**src/logic/scbt_pkg.sv**
```systemverilog
// Rules from the document for this block
// Strap level picks address 0x0C..0x1A, step two
// Start: SDA falls while SCL high
// Stop: SDA rises while SCL high
// Matching address gets ACK, SDA pulled low
// Other address: SDA released, NACK by pullup
// Each written data byte is acknowledged
// Reading master ACKs bytes, NACKs last, stops
// Transactions open with start, close with stop
// Local master tolerates SCL held low
// Proxy master backs off on lost arbitration, retries
// All sharing masters support multi-master arbitration
// Target addresses need several one bits
// Avoid colliding repeated start or stop
// Local and remote register access arbitrated
// Remote target access one direction only
// One channel direction active, explicit handoff
// Mailbox register may pass channel control
// Older partners: single controller or local-only
// Older partners: shared register for handoff only
// Control bit selects strap or programmed address
// SDA and SCL only ever driven low
package scbt_pkg;
  localparam int          CLK_HZ        = 20_000_000;
  localparam int          STRAP_W       = 3;
  localparam logic [6:0]  STRAP_BASE    = 7'h0C;
  localparam logic [6:0]  STRAP_STEP    = 7'h02;
  localparam logic [1:0]  STRAP_WAIT    = 2'h3;
  localparam int          REG_N         = 8;
  localparam int          REG_IDX_W     = 3;
  localparam logic [2:0]  REG_ID        = 3'h0;
  localparam int          ID_SEL_BIT    = 0;
  localparam logic [3:0]  BITS_BYTE     = 4'h8;
  localparam logic [3:0]  LAST_BIT      = 4'h7;
  localparam logic        LINE_LOW      = 1'b0;
  // Proxy master quarter bit time and bus free time
  localparam int          QTR_NS        = 2500;
  localparam int          BUS_FREE_NS   = 4700;
  localparam logic [7:0]  QTR_CYC       = 8'(QTR_NS / (1_000_000_000 / CLK_HZ));
  localparam logic [7:0]  BUS_FREE_CYC  = 8'((BUS_FREE_NS * (CLK_HZ / 1_000_000) + 999) / 1000);

  typedef enum logic [2:0] {T_IDLE, T_ADDR, T_ACK, T_WR, T_RD, T_RACK} scbt_tgt_e;
  typedef enum logic [2:0] {P_IDLE, P_FREE, P_START, P_BIT, P_STOP} scbt_px_e;

  function automatic logic [6:0] strap_addr(input logic [2:0] lvl);
    strap_addr = 7'(STRAP_BASE + STRAP_STEP * {4'h0, lvl});
  endfunction
endpackage

```
**src/logic/scbt_chan_master.sv**
```systemverilog
`timescale 1ns/1ps
module scbt_chan_master (
  input  wire logic       clk,
  input  wire logic       srst,
  input  wire logic       req,
  input  wire logic [6:0] addr,
  input  wire logic [7:0] data,
  output logic            busy,
  output logic            done,
  output logic            nack,
  output logic            lost,
  input  wire logic       scl_i,
  output logic            scl_o,
  output logic            scl_oe,
  input  wire logic       sda_i,
  output logic            sda_o,
  output logic            sda_oe
);
  typedef struct packed {
    scbt_pkg::scbt_px_e st;
    logic [1:0]         scl_s;
    logic [1:0]         sda_s;
    logic [7:0]         div;
    logic [7:0]         free;
    logic [1:0]         ph;
    logic [3:0]         bitn;
    logic               byten;
    logic [7:0]         shf;
    logic               ackn;
    logic [6:0]         addr;
    logic [7:0]         data;
    logic               scl_oe;
    logic               sda_oe;
    logic               done;
    logic               nack;
    logic               lost;
  } scbt_px_s;

  scbt_px_s st_ff;
  scbt_px_s nxt_st;
  logic     tick;
  logic     scl_hi;
  logic     sda_hi;

  assign tick   = (st_ff.div == 8'h00);
  assign scl_hi = st_ff.scl_s[1];
  assign sda_hi = st_ff.sda_s[1];

  always_comb
  begin
    nxt_st       = st_ff;
    nxt_st.scl_s = {st_ff.scl_s[0], scl_i};
    nxt_st.sda_s = {st_ff.sda_s[0], sda_i};
    nxt_st.div   = tick ? scbt_pkg::QTR_CYC - 8'h01 : st_ff.div - 8'h01;
    nxt_st.done  = 1'b0;
    nxt_st.nack  = 1'b0;
    nxt_st.lost  = 1'b0;
    case (st_ff.st)
      scbt_pkg::P_IDLE:
      begin
        if (req)
        begin
          nxt_st.addr = addr;
          nxt_st.data = data;
          nxt_st.free = 8'h00;
          nxt_st.st   = scbt_pkg::P_FREE;
        end
      end
      scbt_pkg::P_FREE:
      begin
        // Retry only after both lines have stood high for the bus free time
        nxt_st.free = (scl_hi && sda_hi) ? st_ff.free + 8'h01 : 8'h00;
        if (st_ff.free >= scbt_pkg::BUS_FREE_CYC && tick)
        begin
          nxt_st.st = scbt_pkg::P_START;
          nxt_st.ph = 2'h0;
        end
      end
      scbt_pkg::P_START:
      begin
        if (tick)
        begin
          nxt_st.ph = st_ff.ph + 2'h1;
          if (st_ff.ph == 2'h0)
            nxt_st.sda_oe = 1'b1;
          else
          begin
            nxt_st.scl_oe = 1'b1;
            nxt_st.st     = scbt_pkg::P_BIT;
            nxt_st.ph     = 2'h0;
            nxt_st.bitn   = 4'h0;
            nxt_st.byten  = 1'b0;
            nxt_st.shf    = {st_ff.addr, 1'b0};
          end
        end
      end
      scbt_pkg::P_BIT:
      begin
        if (tick)
        begin
          case (st_ff.ph)
            2'h0:
            begin
              nxt_st.sda_oe = (st_ff.bitn == scbt_pkg::BITS_BYTE) ? 1'b0 : ~st_ff.shf[7];
              nxt_st.ph     = 2'h1;
            end
            2'h1:
            begin
              nxt_st.scl_oe = 1'b0;
              nxt_st.ph     = 2'h2;
            end
            2'h2:
            begin
              // Held here while another party stretches SCL
              if (scl_hi)
              begin
                if (st_ff.bitn != scbt_pkg::BITS_BYTE && !st_ff.sda_oe && !sda_hi)
                begin
                  nxt_st.sda_oe = 1'b0;
                  nxt_st.scl_oe = 1'b0;
                  nxt_st.lost   = 1'b1;
                  nxt_st.free   = 8'h00;
                  nxt_st.st     = scbt_pkg::P_FREE;
                end
                else
                begin
                  nxt_st.ackn = sda_hi;
                  nxt_st.ph   = 2'h3;
                end
              end
            end
            default:
            begin
              nxt_st.scl_oe = 1'b1;
              nxt_st.ph     = 2'h0;
              if (st_ff.bitn == scbt_pkg::BITS_BYTE)
              begin
                nxt_st.bitn  = 4'h0;
                nxt_st.byten = 1'b1;
                nxt_st.shf   = st_ff.data;
                if (st_ff.ackn || st_ff.byten)
                  nxt_st.st = scbt_pkg::P_STOP;
              end
              else
              begin
                nxt_st.bitn = st_ff.bitn + 4'h1;
                nxt_st.shf  = {st_ff.shf[6:0], 1'b0};
              end
            end
          endcase
        end
      end
      default:
      begin
        if (tick)
        begin
          case (st_ff.ph)
            2'h0:
            begin
              nxt_st.sda_oe = 1'b1;
              nxt_st.ph     = 2'h1;
            end
            2'h1:
            begin
              nxt_st.scl_oe = 1'b0;
              nxt_st.ph     = 2'h2;
            end
            2'h2:
            begin
              if (scl_hi)
              begin
                nxt_st.sda_oe = 1'b0;
                nxt_st.ph     = 2'h3;
              end
            end
            default:
            begin
              nxt_st.done = 1'b1;
              nxt_st.nack = st_ff.ackn;
              nxt_st.st   = scbt_pkg::P_IDLE;
            end
          endcase
        end
      end
    endcase
  end

  always_ff @(posedge clk)
  begin
    if (srst)
      nxt_hold: st_ff <= '0;
    else
      st_ff <= nxt_st;
  end

  assign busy   = (st_ff.st != scbt_pkg::P_IDLE);
  assign done   = st_ff.done;
  assign nack   = st_ff.nack;
  assign lost   = st_ff.lost;
  assign scl_o  = scbt_pkg::LINE_LOW;
  assign sda_o  = scbt_pkg::LINE_LOW;
  assign scl_oe = st_ff.scl_oe;
  assign sda_oe = st_ff.sda_oe;

  property p_arb_lost;
    @(posedge clk) disable iff (srst)
    (st_ff.st == scbt_pkg::P_BIT && tick && st_ff.ph == 2'h2 && scl_hi && !sda_hi && !st_ff.sda_oe
     && st_ff.bitn != scbt_pkg::BITS_BYTE)
    |=> lost && !sda_oe && !scl_oe && st_ff.st == scbt_pkg::P_FREE;
  endproperty
  a_arb_lost: assert property (p_arb_lost) else $error("proxy master kept driving after arbitration loss");

  property p_retry_waits;
    @(posedge clk) disable iff (srst)
    lost |-> ##1 (st_ff.st == scbt_pkg::P_FREE) [*8];
  endproperty
  a_retry_waits: assert property (p_retry_waits) else $error("retry started before bus free time");

  c_lost: cover property (@(posedge clk) disable iff (srst) lost);
  c_done: cover property (@(posedge clk) disable iff (srst) done && !nack);
endmodule

```
**src/logic/scbt_target.sv**
```systemverilog
`timescale 1ns/1ps
module scbt_target (
  input  wire logic       clk,
  input  wire logic       srst,
  input  wire logic [2:0] strap_level,
  input  wire logic       scl_i,
  input  wire logic       sda_i,
  output logic            sda_o,
  output logic            sda_oe,
  output logic [6:0]      dev_addr,
  input  wire logic       rem_req,
  input  wire logic       rem_we,
  input  wire logic [2:0] rem_addr,
  input  wire logic [7:0] rem_wdata,
  output logic            rem_ack,
  output logic [7:0]      rem_rdata,
  input  wire logic       chan_req,
  input  wire logic [6:0] chan_addr,
  input  wire logic [7:0] chan_data,
  output logic            chan_busy,
  output logic            chan_done,
  output logic            chan_nack,
  output logic            chan_lost,
  input  wire logic       chan_scl_i,
  output logic            chan_scl_o,
  output logic            chan_scl_oe,
  input  wire logic       chan_sda_i,
  output logic            chan_sda_o,
  output logic            chan_sda_oe
);
  typedef struct packed {
    scbt_pkg::scbt_tgt_e         st;
    logic [1:0]                  scl_s;
    logic [1:0]                  sda_s;
    logic [1:0][2:0]             strap_s;
    logic                        scl_p;
    logic                        sda_p;
    logic [1:0]                  cap_cnt;
    logic                        cap_done;
    logic [6:0]                  strap_addr;
    logic [7:0]                  shf;
    logic [3:0]                  bitcnt;
    logic                        rw;
    logic                        first;
    logic [2:0]                  ptr;
    logic                        ackn;
    logic                        sda_oe;
    logic                        rem_ack;
    logic [7:0]                  rem_rdata;
    logic [scbt_pkg::REG_N-1:0][7:0] regs;
  } scbt_tgt_s;

  scbt_tgt_s  st_ff;
  scbt_tgt_s  nxt_st;
  logic       scl_hi;
  logic       sda_hi;
  logic       scl_r;
  logic       scl_f;
  logic       start_ev;
  logic       stop_ev;
  logic [6:0] my_addr;
  logic       match;
  logic       loc_acc;

  assign scl_hi   = st_ff.scl_s[1];
  assign sda_hi   = st_ff.sda_s[1];
  assign scl_r    = scl_hi && !st_ff.scl_p;
  assign scl_f    = !scl_hi && st_ff.scl_p;
  assign start_ev = scl_hi && st_ff.scl_p && st_ff.sda_p && !sda_hi;
  assign stop_ev  = scl_hi && st_ff.scl_p && !st_ff.sda_p && sda_hi;
  // Programmed address only when the select bit of the ID register is set
  assign my_addr  = st_ff.regs[scbt_pkg::REG_ID][scbt_pkg::ID_SEL_BIT] ?
                    st_ff.regs[scbt_pkg::REG_ID][7:1] : st_ff.strap_addr;
  assign match    = (st_ff.shf[7:1] == my_addr);

  always_comb
  begin
    nxt_st           = st_ff;
    loc_acc          = 1'b0;
    nxt_st.scl_s     = {st_ff.scl_s[0], scl_i};
    nxt_st.sda_s     = {st_ff.sda_s[0], sda_i};
    nxt_st.strap_s   = {st_ff.strap_s[0], strap_level};
    nxt_st.scl_p     = scl_hi;
    nxt_st.sda_p     = sda_hi;
    nxt_st.rem_ack   = 1'b0;
    // Strap is caught once its synchroniser has filled after reset
    if (!st_ff.cap_done)
    begin
      nxt_st.cap_cnt = st_ff.cap_cnt + 2'h1;
      if (st_ff.cap_cnt == scbt_pkg::STRAP_WAIT)
      begin
        nxt_st.cap_done                       = 1'b1;
        nxt_st.strap_addr                     = scbt_pkg::strap_addr(st_ff.strap_s[1]);
        nxt_st.regs[scbt_pkg::REG_ID][7:1]    = scbt_pkg::strap_addr(st_ff.strap_s[1]);
      end
    end
    if (stop_ev)
    begin
      nxt_st.st     = scbt_pkg::T_IDLE;
      nxt_st.sda_oe = 1'b0;
    end
    else if (start_ev)
    begin
      nxt_st.st     = scbt_pkg::T_ADDR;
      nxt_st.bitcnt = 4'h0;
      nxt_st.sda_oe = 1'b0;
    end
    else
    begin
      case (st_ff.st)
        scbt_pkg::T_ADDR, scbt_pkg::T_WR:
        begin
          if (scl_r && st_ff.bitcnt != scbt_pkg::BITS_BYTE)
          begin
            nxt_st.shf    = {st_ff.shf[6:0], sda_hi};
            nxt_st.bitcnt = st_ff.bitcnt + 4'h1;
          end
          else if (scl_f && st_ff.bitcnt == scbt_pkg::BITS_BYTE)
          begin
            nxt_st.bitcnt = 4'h0;
            if (st_ff.st == scbt_pkg::T_ADDR)
            begin
              if (match)
              begin
                nxt_st.sda_oe = 1'b1;
                nxt_st.st     = scbt_pkg::T_ACK;
                nxt_st.rw     = st_ff.shf[0];
                nxt_st.first  = 1'b1;
                if (st_ff.shf[0])
                begin
                  loc_acc          = 1'b1;
                  nxt_st.shf       = st_ff.regs[st_ff.ptr];
                  nxt_st.ptr       = st_ff.ptr + 3'h1;
                end
              end
              else
                nxt_st.st = scbt_pkg::T_IDLE;
            end
            else
            begin
              nxt_st.sda_oe = 1'b1;
              nxt_st.st     = scbt_pkg::T_ACK;
              nxt_st.first  = 1'b0;
              if (st_ff.first)
                nxt_st.ptr = st_ff.shf[scbt_pkg::REG_IDX_W-1:0];
              else
              begin
                loc_acc                = 1'b1;
                nxt_st.regs[st_ff.ptr] = st_ff.shf;
                nxt_st.ptr             = st_ff.ptr + 3'h1;
              end
            end
          end
        end
        scbt_pkg::T_ACK:
        begin
          if (scl_f)
          begin
            nxt_st.st     = st_ff.rw ? scbt_pkg::T_RD : scbt_pkg::T_WR;
            nxt_st.sda_oe = st_ff.rw ? ~st_ff.shf[7] : 1'b0;
          end
        end
        scbt_pkg::T_RD:
        begin
          if (scl_f)
          begin
            nxt_st.bitcnt = st_ff.bitcnt + 4'h1;
            nxt_st.shf    = {st_ff.shf[6:0], 1'b0};
            nxt_st.sda_oe = ~st_ff.shf[6];
            if (st_ff.bitcnt == scbt_pkg::LAST_BIT)
            begin
              nxt_st.sda_oe = 1'b0;
              nxt_st.st     = scbt_pkg::T_RACK;
            end
          end
        end
        scbt_pkg::T_RACK:
        begin
          if (scl_r)
          begin
            nxt_st.ackn = sda_hi;
            if (!sda_hi)
            begin
              loc_acc    = 1'b1;
              nxt_st.shf = st_ff.regs[st_ff.ptr];
              nxt_st.ptr = st_ff.ptr + 3'h1;
            end
          end
          else if (scl_f)
          begin
            // A NACKed byte ends the read; the master follows with a stop
            nxt_st.bitcnt = 4'h0;
            nxt_st.st     = st_ff.ackn ? scbt_pkg::T_IDLE : scbt_pkg::T_RD;
            nxt_st.sda_oe = st_ff.ackn ? 1'b0 : ~st_ff.shf[7];
          end
        end
        default:
        begin
          nxt_st.sda_oe = 1'b0;
        end
      endcase
    end
    // Remote side yields to a bus access in the same cycle and is served next time
    if (rem_req && !st_ff.rem_ack && !loc_acc && st_ff.cap_done)
    begin
      nxt_st.rem_ack   = 1'b1;
      nxt_st.rem_rdata = st_ff.regs[rem_addr];
      if (rem_we)
        nxt_st.regs[rem_addr] = rem_wdata;
    end
  end

  always_ff @(posedge clk)
  begin
    if (srst)
      st_ff <= '0;
    else
      st_ff <= nxt_st;
  end

  assign sda_o     = scbt_pkg::LINE_LOW;
  assign sda_oe    = st_ff.sda_oe;
  assign dev_addr  = my_addr;
  assign rem_ack   = st_ff.rem_ack;
  assign rem_rdata = st_ff.rem_rdata;

  scbt_chan_master u_chan (
    .clk    (clk),
    .srst   (srst),
    .req    (chan_req),
    .addr   (chan_addr),
    .data   (chan_data),
    .busy   (chan_busy),
    .done   (chan_done),
    .nack   (chan_nack),
    .lost   (chan_lost),
    .scl_i  (chan_scl_i),
    .scl_o  (chan_scl_o),
    .scl_oe (chan_scl_oe),
    .sda_i  (chan_sda_i),
    .sda_o  (chan_sda_o),
    .sda_oe (chan_sda_oe)
  );

  property p_strap;
    @(posedge clk) disable iff (srst)
    $rose(st_ff.cap_done) |-> st_ff.strap_addr == scbt_pkg::strap_addr($past(st_ff.strap_s[1]));
  endproperty
  a_strap: assert property (p_strap) else $error("strap address wrong");

  property p_start;
    @(posedge clk) disable iff (srst)
    start_ev && !stop_ev |=> st_ff.st == scbt_pkg::T_ADDR && !sda_oe;
  endproperty
  a_start: assert property (p_start) else $error("start not taken");

  property p_stop;
    @(posedge clk) disable iff (srst)
    stop_ev |=> st_ff.st == scbt_pkg::T_IDLE && !sda_oe;
  endproperty
  a_stop: assert property (p_stop) else $error("stop not taken");

  property p_addr_ack;
    @(posedge clk) disable iff (srst)
    st_ff.st == scbt_pkg::T_ADDR && scl_f && st_ff.bitcnt == scbt_pkg::BITS_BYTE && match
      && !start_ev && !stop_ev |=> sda_oe && st_ff.st == scbt_pkg::T_ACK;
  endproperty
  a_addr_ack: assert property (p_addr_ack) else $error("own address not acknowledged");

  property p_addr_nack;
    @(posedge clk) disable iff (srst)
    st_ff.st == scbt_pkg::T_ADDR && !match && scl_f && st_ff.bitcnt == scbt_pkg::BITS_BYTE
    |=> !sda_oe;
  endproperty
  a_addr_nack: assert property (p_addr_nack) else $error("foreign address acknowledged");

  property p_data_ack;
    @(posedge clk) disable iff (srst)
    st_ff.st == scbt_pkg::T_WR && scl_f && st_ff.bitcnt == scbt_pkg::BITS_BYTE
      && !start_ev && !stop_ev |=> sda_oe;
  endproperty
  a_data_ack: assert property (p_data_ack) else $error("written byte not acknowledged");

  property p_idle_hold;
    @(posedge clk) disable iff (srst)
    st_ff.st == scbt_pkg::T_IDLE && !start_ev |=> st_ff.st == scbt_pkg::T_IDLE && !sda_oe;
  endproperty
  a_idle_hold: assert property (p_idle_hold) else $error("left idle without start");

  property p_rem_yield;
    @(posedge clk) disable iff (srst)
    rem_req && loc_acc |=> !rem_ack ##1 (rem_ack || !$past(rem_req));
  endproperty
  a_rem_yield: assert property (p_rem_yield) else $error("remote access not arbitrated");

  property p_sel;
    @(posedge clk) disable iff (srst)
    !st_ff.regs[scbt_pkg::REG_ID][scbt_pkg::ID_SEL_BIT] |-> dev_addr == st_ff.strap_addr;
  endproperty
  a_sel: assert property (p_sel) else $error("strap address not in use");

  c_write: cover property (@(posedge clk) disable iff (srst) st_ff.st == scbt_pkg::T_WR && !st_ff.first && scl_f);
  c_read:  cover property (@(posedge clk) disable iff (srst) st_ff.st == scbt_pkg::T_RACK && scl_r && !sda_hi);
  c_clash: cover property (@(posedge clk) disable iff (srst) rem_req && loc_acc);
endmodule

```
**config.mk**
```make
export PLATFORM = sky130hd
export DESIGN_NAME = scbt_target
export DESIGN_NICKNAME = d
export VERILOG_FILES = /design/src/logic/scbt_pkg.sv /design/src/logic/scbt_chan_master.sv /design/src/logic/scbt_target.sv
export SDC_FILE = /design/constraint.sdc
export NUM_CORES = 1
export LEC_CHECK = 0
export BUFFER_PORTS_ARGS = -buffer_cell sky130_fd_sc_hd__buf_2
export CORE_MARGIN = 2
export CORE_UTILIZATION = 45
export CTS_CLUSTER_SIZE = 14
export DETAILED_ROUTE_END_ITERATION = 7
export GPL_TIMING_DRIVEN = 0
export PLACE_DENSITY = 0.73
export SLEW_MARGIN = 20
export SYNTH_ARGS = -nofsm -noshare
export SYNTH_HDL_FRONTEND = slang
export SYNTH_SLANG_ARGS = --single-unit
export TNS_END_PERCENT = 5
```
**constraint.sdc**
```tcl
create_clock -name clk -period 3.9 [get_ports clk]
set_clock_uncertainty 0.05 [all_clocks]
set_input_delay 0.39 -clock clk [delete_from_list [all_inputs] [get_ports clk]]
set_output_delay 0.39 -clock clk [all_outputs]
set_load 0.02 [all_outputs]
```
# == Yosys cells after proc, flatten, opt, wreduce, memory -nomap -nowiden ==
# Cells that the tools add are included.
# word_totals
register_bits,176
inputBits,38
output_inout_bits,26
# classes
n_addsub,8
magnitude_cmp,5
eq_ne,62
mux,135
bitwise,14
n_reduce_logical,73
# op_table
cell,count
two-way mux 64 bit,8
bitwise mux 64 bit,2
two-way mux 8 bit,16
two-way mux 3 bit,25
two-way mux 73 bit,1
binary-select mux 8 bit (select 3 bit),2
demux 8 bit (select 3 bit),2
inequality test 3 bit (second input constant),14
one-hot mux 12 bit (3 select lines),1
two-way mux 1 bit,33
inequality test 2 bit (second input constant),16
two-way mux 15 bit,2
two-way mux 4 bit,7
AND reduction 7 bit,4
AND reduction 9 bit,3
one-hot mux 13 bit (2 select lines),1
two-way mux 12 bit,2
two-way mux 24 bit,1
one-hot mux 3 bit (4 select lines),2
one-hot mux 8 bit (3 select lines),1
AND reduction 6 bit,4
two-way mux 7 bit,3
two-way mux 2 bit,10
logical AND 1 bit,18
other kinds (56),119

# == Depth between registers and ports, before layout ==
# logic_depth
word_depth,15
mapped_depth,11
depth_no_buf,9

# == Modules after synthesis ==
# From an unflattened synthesis, not the netlist that was laid out.
# hier_totals
cells_unflattened,1123
hier_area_um2,10298.6
# by_module_without_submodules
mod,instances,cells_each,area_each_um2,seq_area_each_um2
scbt_target,1,741,7305.8,2282.2
scbt_chan_master,1,382,2992.9,1181.1

# == Worst setup path before layout ==
# No wires, ideal clock.
# synth_timing
kind,register to register
start,register st_ff[80] (netlist name)
end,register st_ff[2] (netlist name)
setup_time_ps,132
arrival_ps,1993
required_ps,3718
slack_ps,1725
path_stages_with_launch,11
path_buffers,1
cell_sequence,dfxtp_1 inv_1 ha_1 and3b_1 nand4_1 o2111ai_2 nor4_2 nand2_2 buf_4 o211ai_1 a21oi_1
# synth_between
elab_chain_len,11
word_cells_on_any_way,20
cone_classes,eq/ne (2); mux (13); reduce/logical (5)
# synth_rtl
element,line,rtl
"start, declared",scbt_target.sv:53,scbt_tgt_s st_ff;
"start signal, assigned",scbt_target.sv:218,st_ff <= nxt_st;
equality test 4 bit,scbt_target.sv:118,else if (scl_f && st_ff.bitcnt == scbt_pkg::BITS_BYTE)
logical AND 1 bit,scbt_target.sv:118,
two-way mux 1 bit,scbt_target.sv:118,
two-way mux 1 bit,scbt_target.sv:113,if (scl_r && st_ff.bitcnt != scbt_pkg::BITS_BYTE)
one-hot mux 1 bit (2 select lines),scbt_target.sv:110,case (st_ff.st)
two-way mux 1 bit,scbt_target.sv:102,else if (start_ev)
two-way mux 1 bit,scbt_target.sv:97,if (stop_ev)
logical NOT 1 bit,scbt_target.sv:204,if (rem_req && !st_ff.rem_ack && !loc_acc && st_ff.cap_done)
logical AND 1 bit (2 in a row),scbt_target.sv:204,
two-way mux 73 bit (*),scbt_target.sv:204,
# Every way passes the cells marked *; elsewhere a longest branch is shown, timed or not.
# A chain may end at the register's enable or synchronous reset.

# == Worst setup path after layout ==
# layout_timing
start,register st_ff[80] (netlist name)
end,register st_ff[4] (netlist name)
# Same word-level chain as after synthesis.

==> results.yml <==
status:
  status: "finished, final reports clean"
clock_tree:
  cts_root_buf: "clkbuf_16"
  clk_path_buf_depth: 2
  post_cts_buffers: 0
  ctsHoldBuffers: 0
  clock_sinks: 173
  cts_tree: "done"
  cts_resized: 0
  path_clk_slew_ps: 70
  cts_buffers: 17
  clock_latency_ps: 450
  htree_num_levels: 4
yosys:
  yosysWarnings: 0
  yosysSeqAreaShare_pct: 35.7
  yosysUniqueCellTypes: 74
  ys_async_sr_fraction_pct: 0
  synth_edf_count: 0
  synth_area_per_cell_um2: 8.81
  syn-instance-count: 1101
  synth_ff_type: "dfxtp_1"
  netlist_area_um2: 9700
  ys_ff_latch: 173
global_routing:
  antenna_found_initial: 0
  grt_pass1_vias: 7928
  grt_pass1_wl_um: 41300
  grt_usage_pct: 23.2
  grt_overflow: 0
  grt_max_degree: 18
timing:
  tightest_slew_ps: 861
  finalSetupTns_ps: 0
  period_share_pct: 75.8
  rsz0062_at_grt: "false"
  setup_slack_ps: 943
  holdWs_ps: 116
  slew_violations: 0
  hold_viol: 0
  layout_min_cycle_time_ps: 2960
  max_freq_ghz: 0.338
  relSlewSlack_pct: 41.0
  setup_violations: 0
setup_path:
  critPathLaunch: "st_ff[80]"
  cp-end-kind: "flop"
  r2r_start: "st_ff[80]"
  rrSetupSlack_ps: 940
  crit_slowest_cell: "nor4_2"
  cp.depth: 10
  worstPathArrival_ps: 3200
  cp-start-kind: "flop"
  critPathTopFamily: "simple AND/OR/NAND/NOR gates"
  worstSetupPathType: "flop to flop"
  cp-endpoint: "st_ff[4]"
  crit_required_ps: 4150
  path_cells: "inv_1 > ha_1 > and3b_1 > nand4_1 > o2111ai_2 > nor4_2 > nand2_2 > buf_4 > o21ai_0 > a21oi_1"
  r2r.worst_path.cells: 10
  critPathMaxStageDelay_ps: 750
  crit_fanout: 10
  cp_num_buf_inv: 2
  r2r_end: "st_ff[4]"
floorplan:
  start_util_pct: 46.0
  pin_count: 64
  die-area_um2: 22700
  row_count: 53
  die_x_um: 151
  die_y_um: 151
  core-area_um2: 21100
min_path:
  hp-class: "input port to flop"
finish:
  layout-drive-gt1-share_pct: 17.6
  register_area_um2: 3460
  nFillCells: 1986
  fin_nets: 1227
  final_cell_mix: "173 x dfxtp_1, 169 x nor2_1, 92 x nand2_1, 84 x mux2i_1, 73 x a211oi_1"
  multi_input_area_um2: 5630
  final_common_cell: "dfxtp_1"
  syn2layout_area_growth_pct: 12.1
placed_design:
  gp_congestion: 0.888
  pre_cts_slack_ps: 1110
  dpl.hpwl_um: 19300
  io_buffers: 51
route:
  drc_errors: 0
  drtIter0Drc: 697
  drtPass1Iterations: 6
  postRouteAntennaNets: 0
  via_per_inst: 5.79
  vias: 8464
  wirelength_um: 26000
  post_drt_wl_per_cell_um: 17.8
pwr:
  leakage_nw: 4.12
  ir_drop_v: 0.000286
  power.density_nw_per_um2: 405
run:
  cap_viol_max_count: 0
synthesized netlist by cell type, drive strengths merged, types with 2 or more instances:
cell type,n,area (um^2)
a311oi,6,52.6
buf,49,345
nor2,176,678
nand3,20,100
nand3b,6,45.0
ha,16,200
o21ai,23,115
a32oi,3,26.3
o31ai,4,30.0
a211oi,86,711
mux4,32,721
nor3b,5,37.5
o2111ai,2,23.8
inv,22,82.6
or3,2,12.5
and3,5,31.3
nor4,9,77.6
o21a,3,22.5
nand4b,2,17.5
nor3,20,115
o21bai,2,15.0
dfxtp,173,3460
nor2b,25,156
a21boi,2,15.0
o211ai,2,15.0
nand4,5,37.5
o311a,2,20.0
o22ai,5,31.3
nand2b,14,87.6
mux2,3,33.8
and3b,4,35.0
a31oi,7,50.1
clkbuf,51,191
o221ai,2,17.5
a22oi,13,97.6
xnor2,9,78.8
nand2,99,399
or2,6,37.5
a211o,3,26.3
nor4b,2,23.8
and2,10,62.6
xor2,6,52.6
a21oi,68,344
mux2i,85,863
routing by layer:
layer / vias to the layer above / track usage [%] / wire length [um]
li1: 4074 / - / -
met1: 4009 / 31.8 / 11800
met2: 327 / 37.2 / 12000
met3: 54 / 4.52 / 1700
met4: 0 / 6.92 / 475
met5: - / 0 / 0
final cells by class:
type / count / share of cell area, %
Multi-Input combinational cell: 808 / 51.7
Tap cell: 275 / 3.16
Sequential cell: 173 / 31.8
Clock inverter: 14 / 1.17
Timing Repair Buffer: 51 / 2.35
Clock buffer: 18 / 4.04
Buffer: 100 / 4.93
Inverter: 22 / 0.759
Antenna cell: 1 / 0.0230
how the worst min path moves through the flow:
stage,depth (start not counted),endpoint,start,slack (ps)
after floorplan,1,nxt_st[102],nxt_st[111],360
after global placement,1,st_ff[107],nxt_st[107],380
after detailed placement,1,st_ff[108],nxt_st[108],380
after CTS,2,nxt_st[107],strap_level[0],110
after global routing,2,nxt_st[108],strap_level[1],110
final,2,nxt_st[107],strap_level[0],120
flip-flops by register name (all words and copies together), names as in the netlist, 2 cells and up:
name           flops
nxt_st             7
rem_rdata          8
st_ff             97
u_chan.nxt_st      2
u_chan.st_ff      50
where the power goes:
group	leakage [nW]	switching [mW]	total [mW]	internal [mW]
Sequential	1.40	0.0691	1.93	1.87
Clock	0.280	0.808	1.67	0.860
Combinational	2.44	0.520	0.806	0.285
metrics by stage:
stage	utilization [%]	power [mW]	instances	instance area (um^2)
after CTS	51.6	4.41	1461	10900
after global placement	48.9	2.75	1429	10300
after floorplan	-	2.56	1103	9710
final	51.6	4.41	1462	10900
after detailed placement	48.9	2.77	1429	10300
after global routing	51.6	4.61	1461	10900
kinds of logic after synthesis:
kind of cell,count (synthesis),share of synthesized area [%]
buffers and inverters,122,6.38
and+or+nand+nor,412,20.3
adders and majority gates,16,2.06
xor gates and xnor gates,15,1.35
AOI/OAI and AO/OA,242,17.5
other,1,0.0387
muxes,120,16.7
DFF,173,35.7
(Power assumes the default switching activity.)
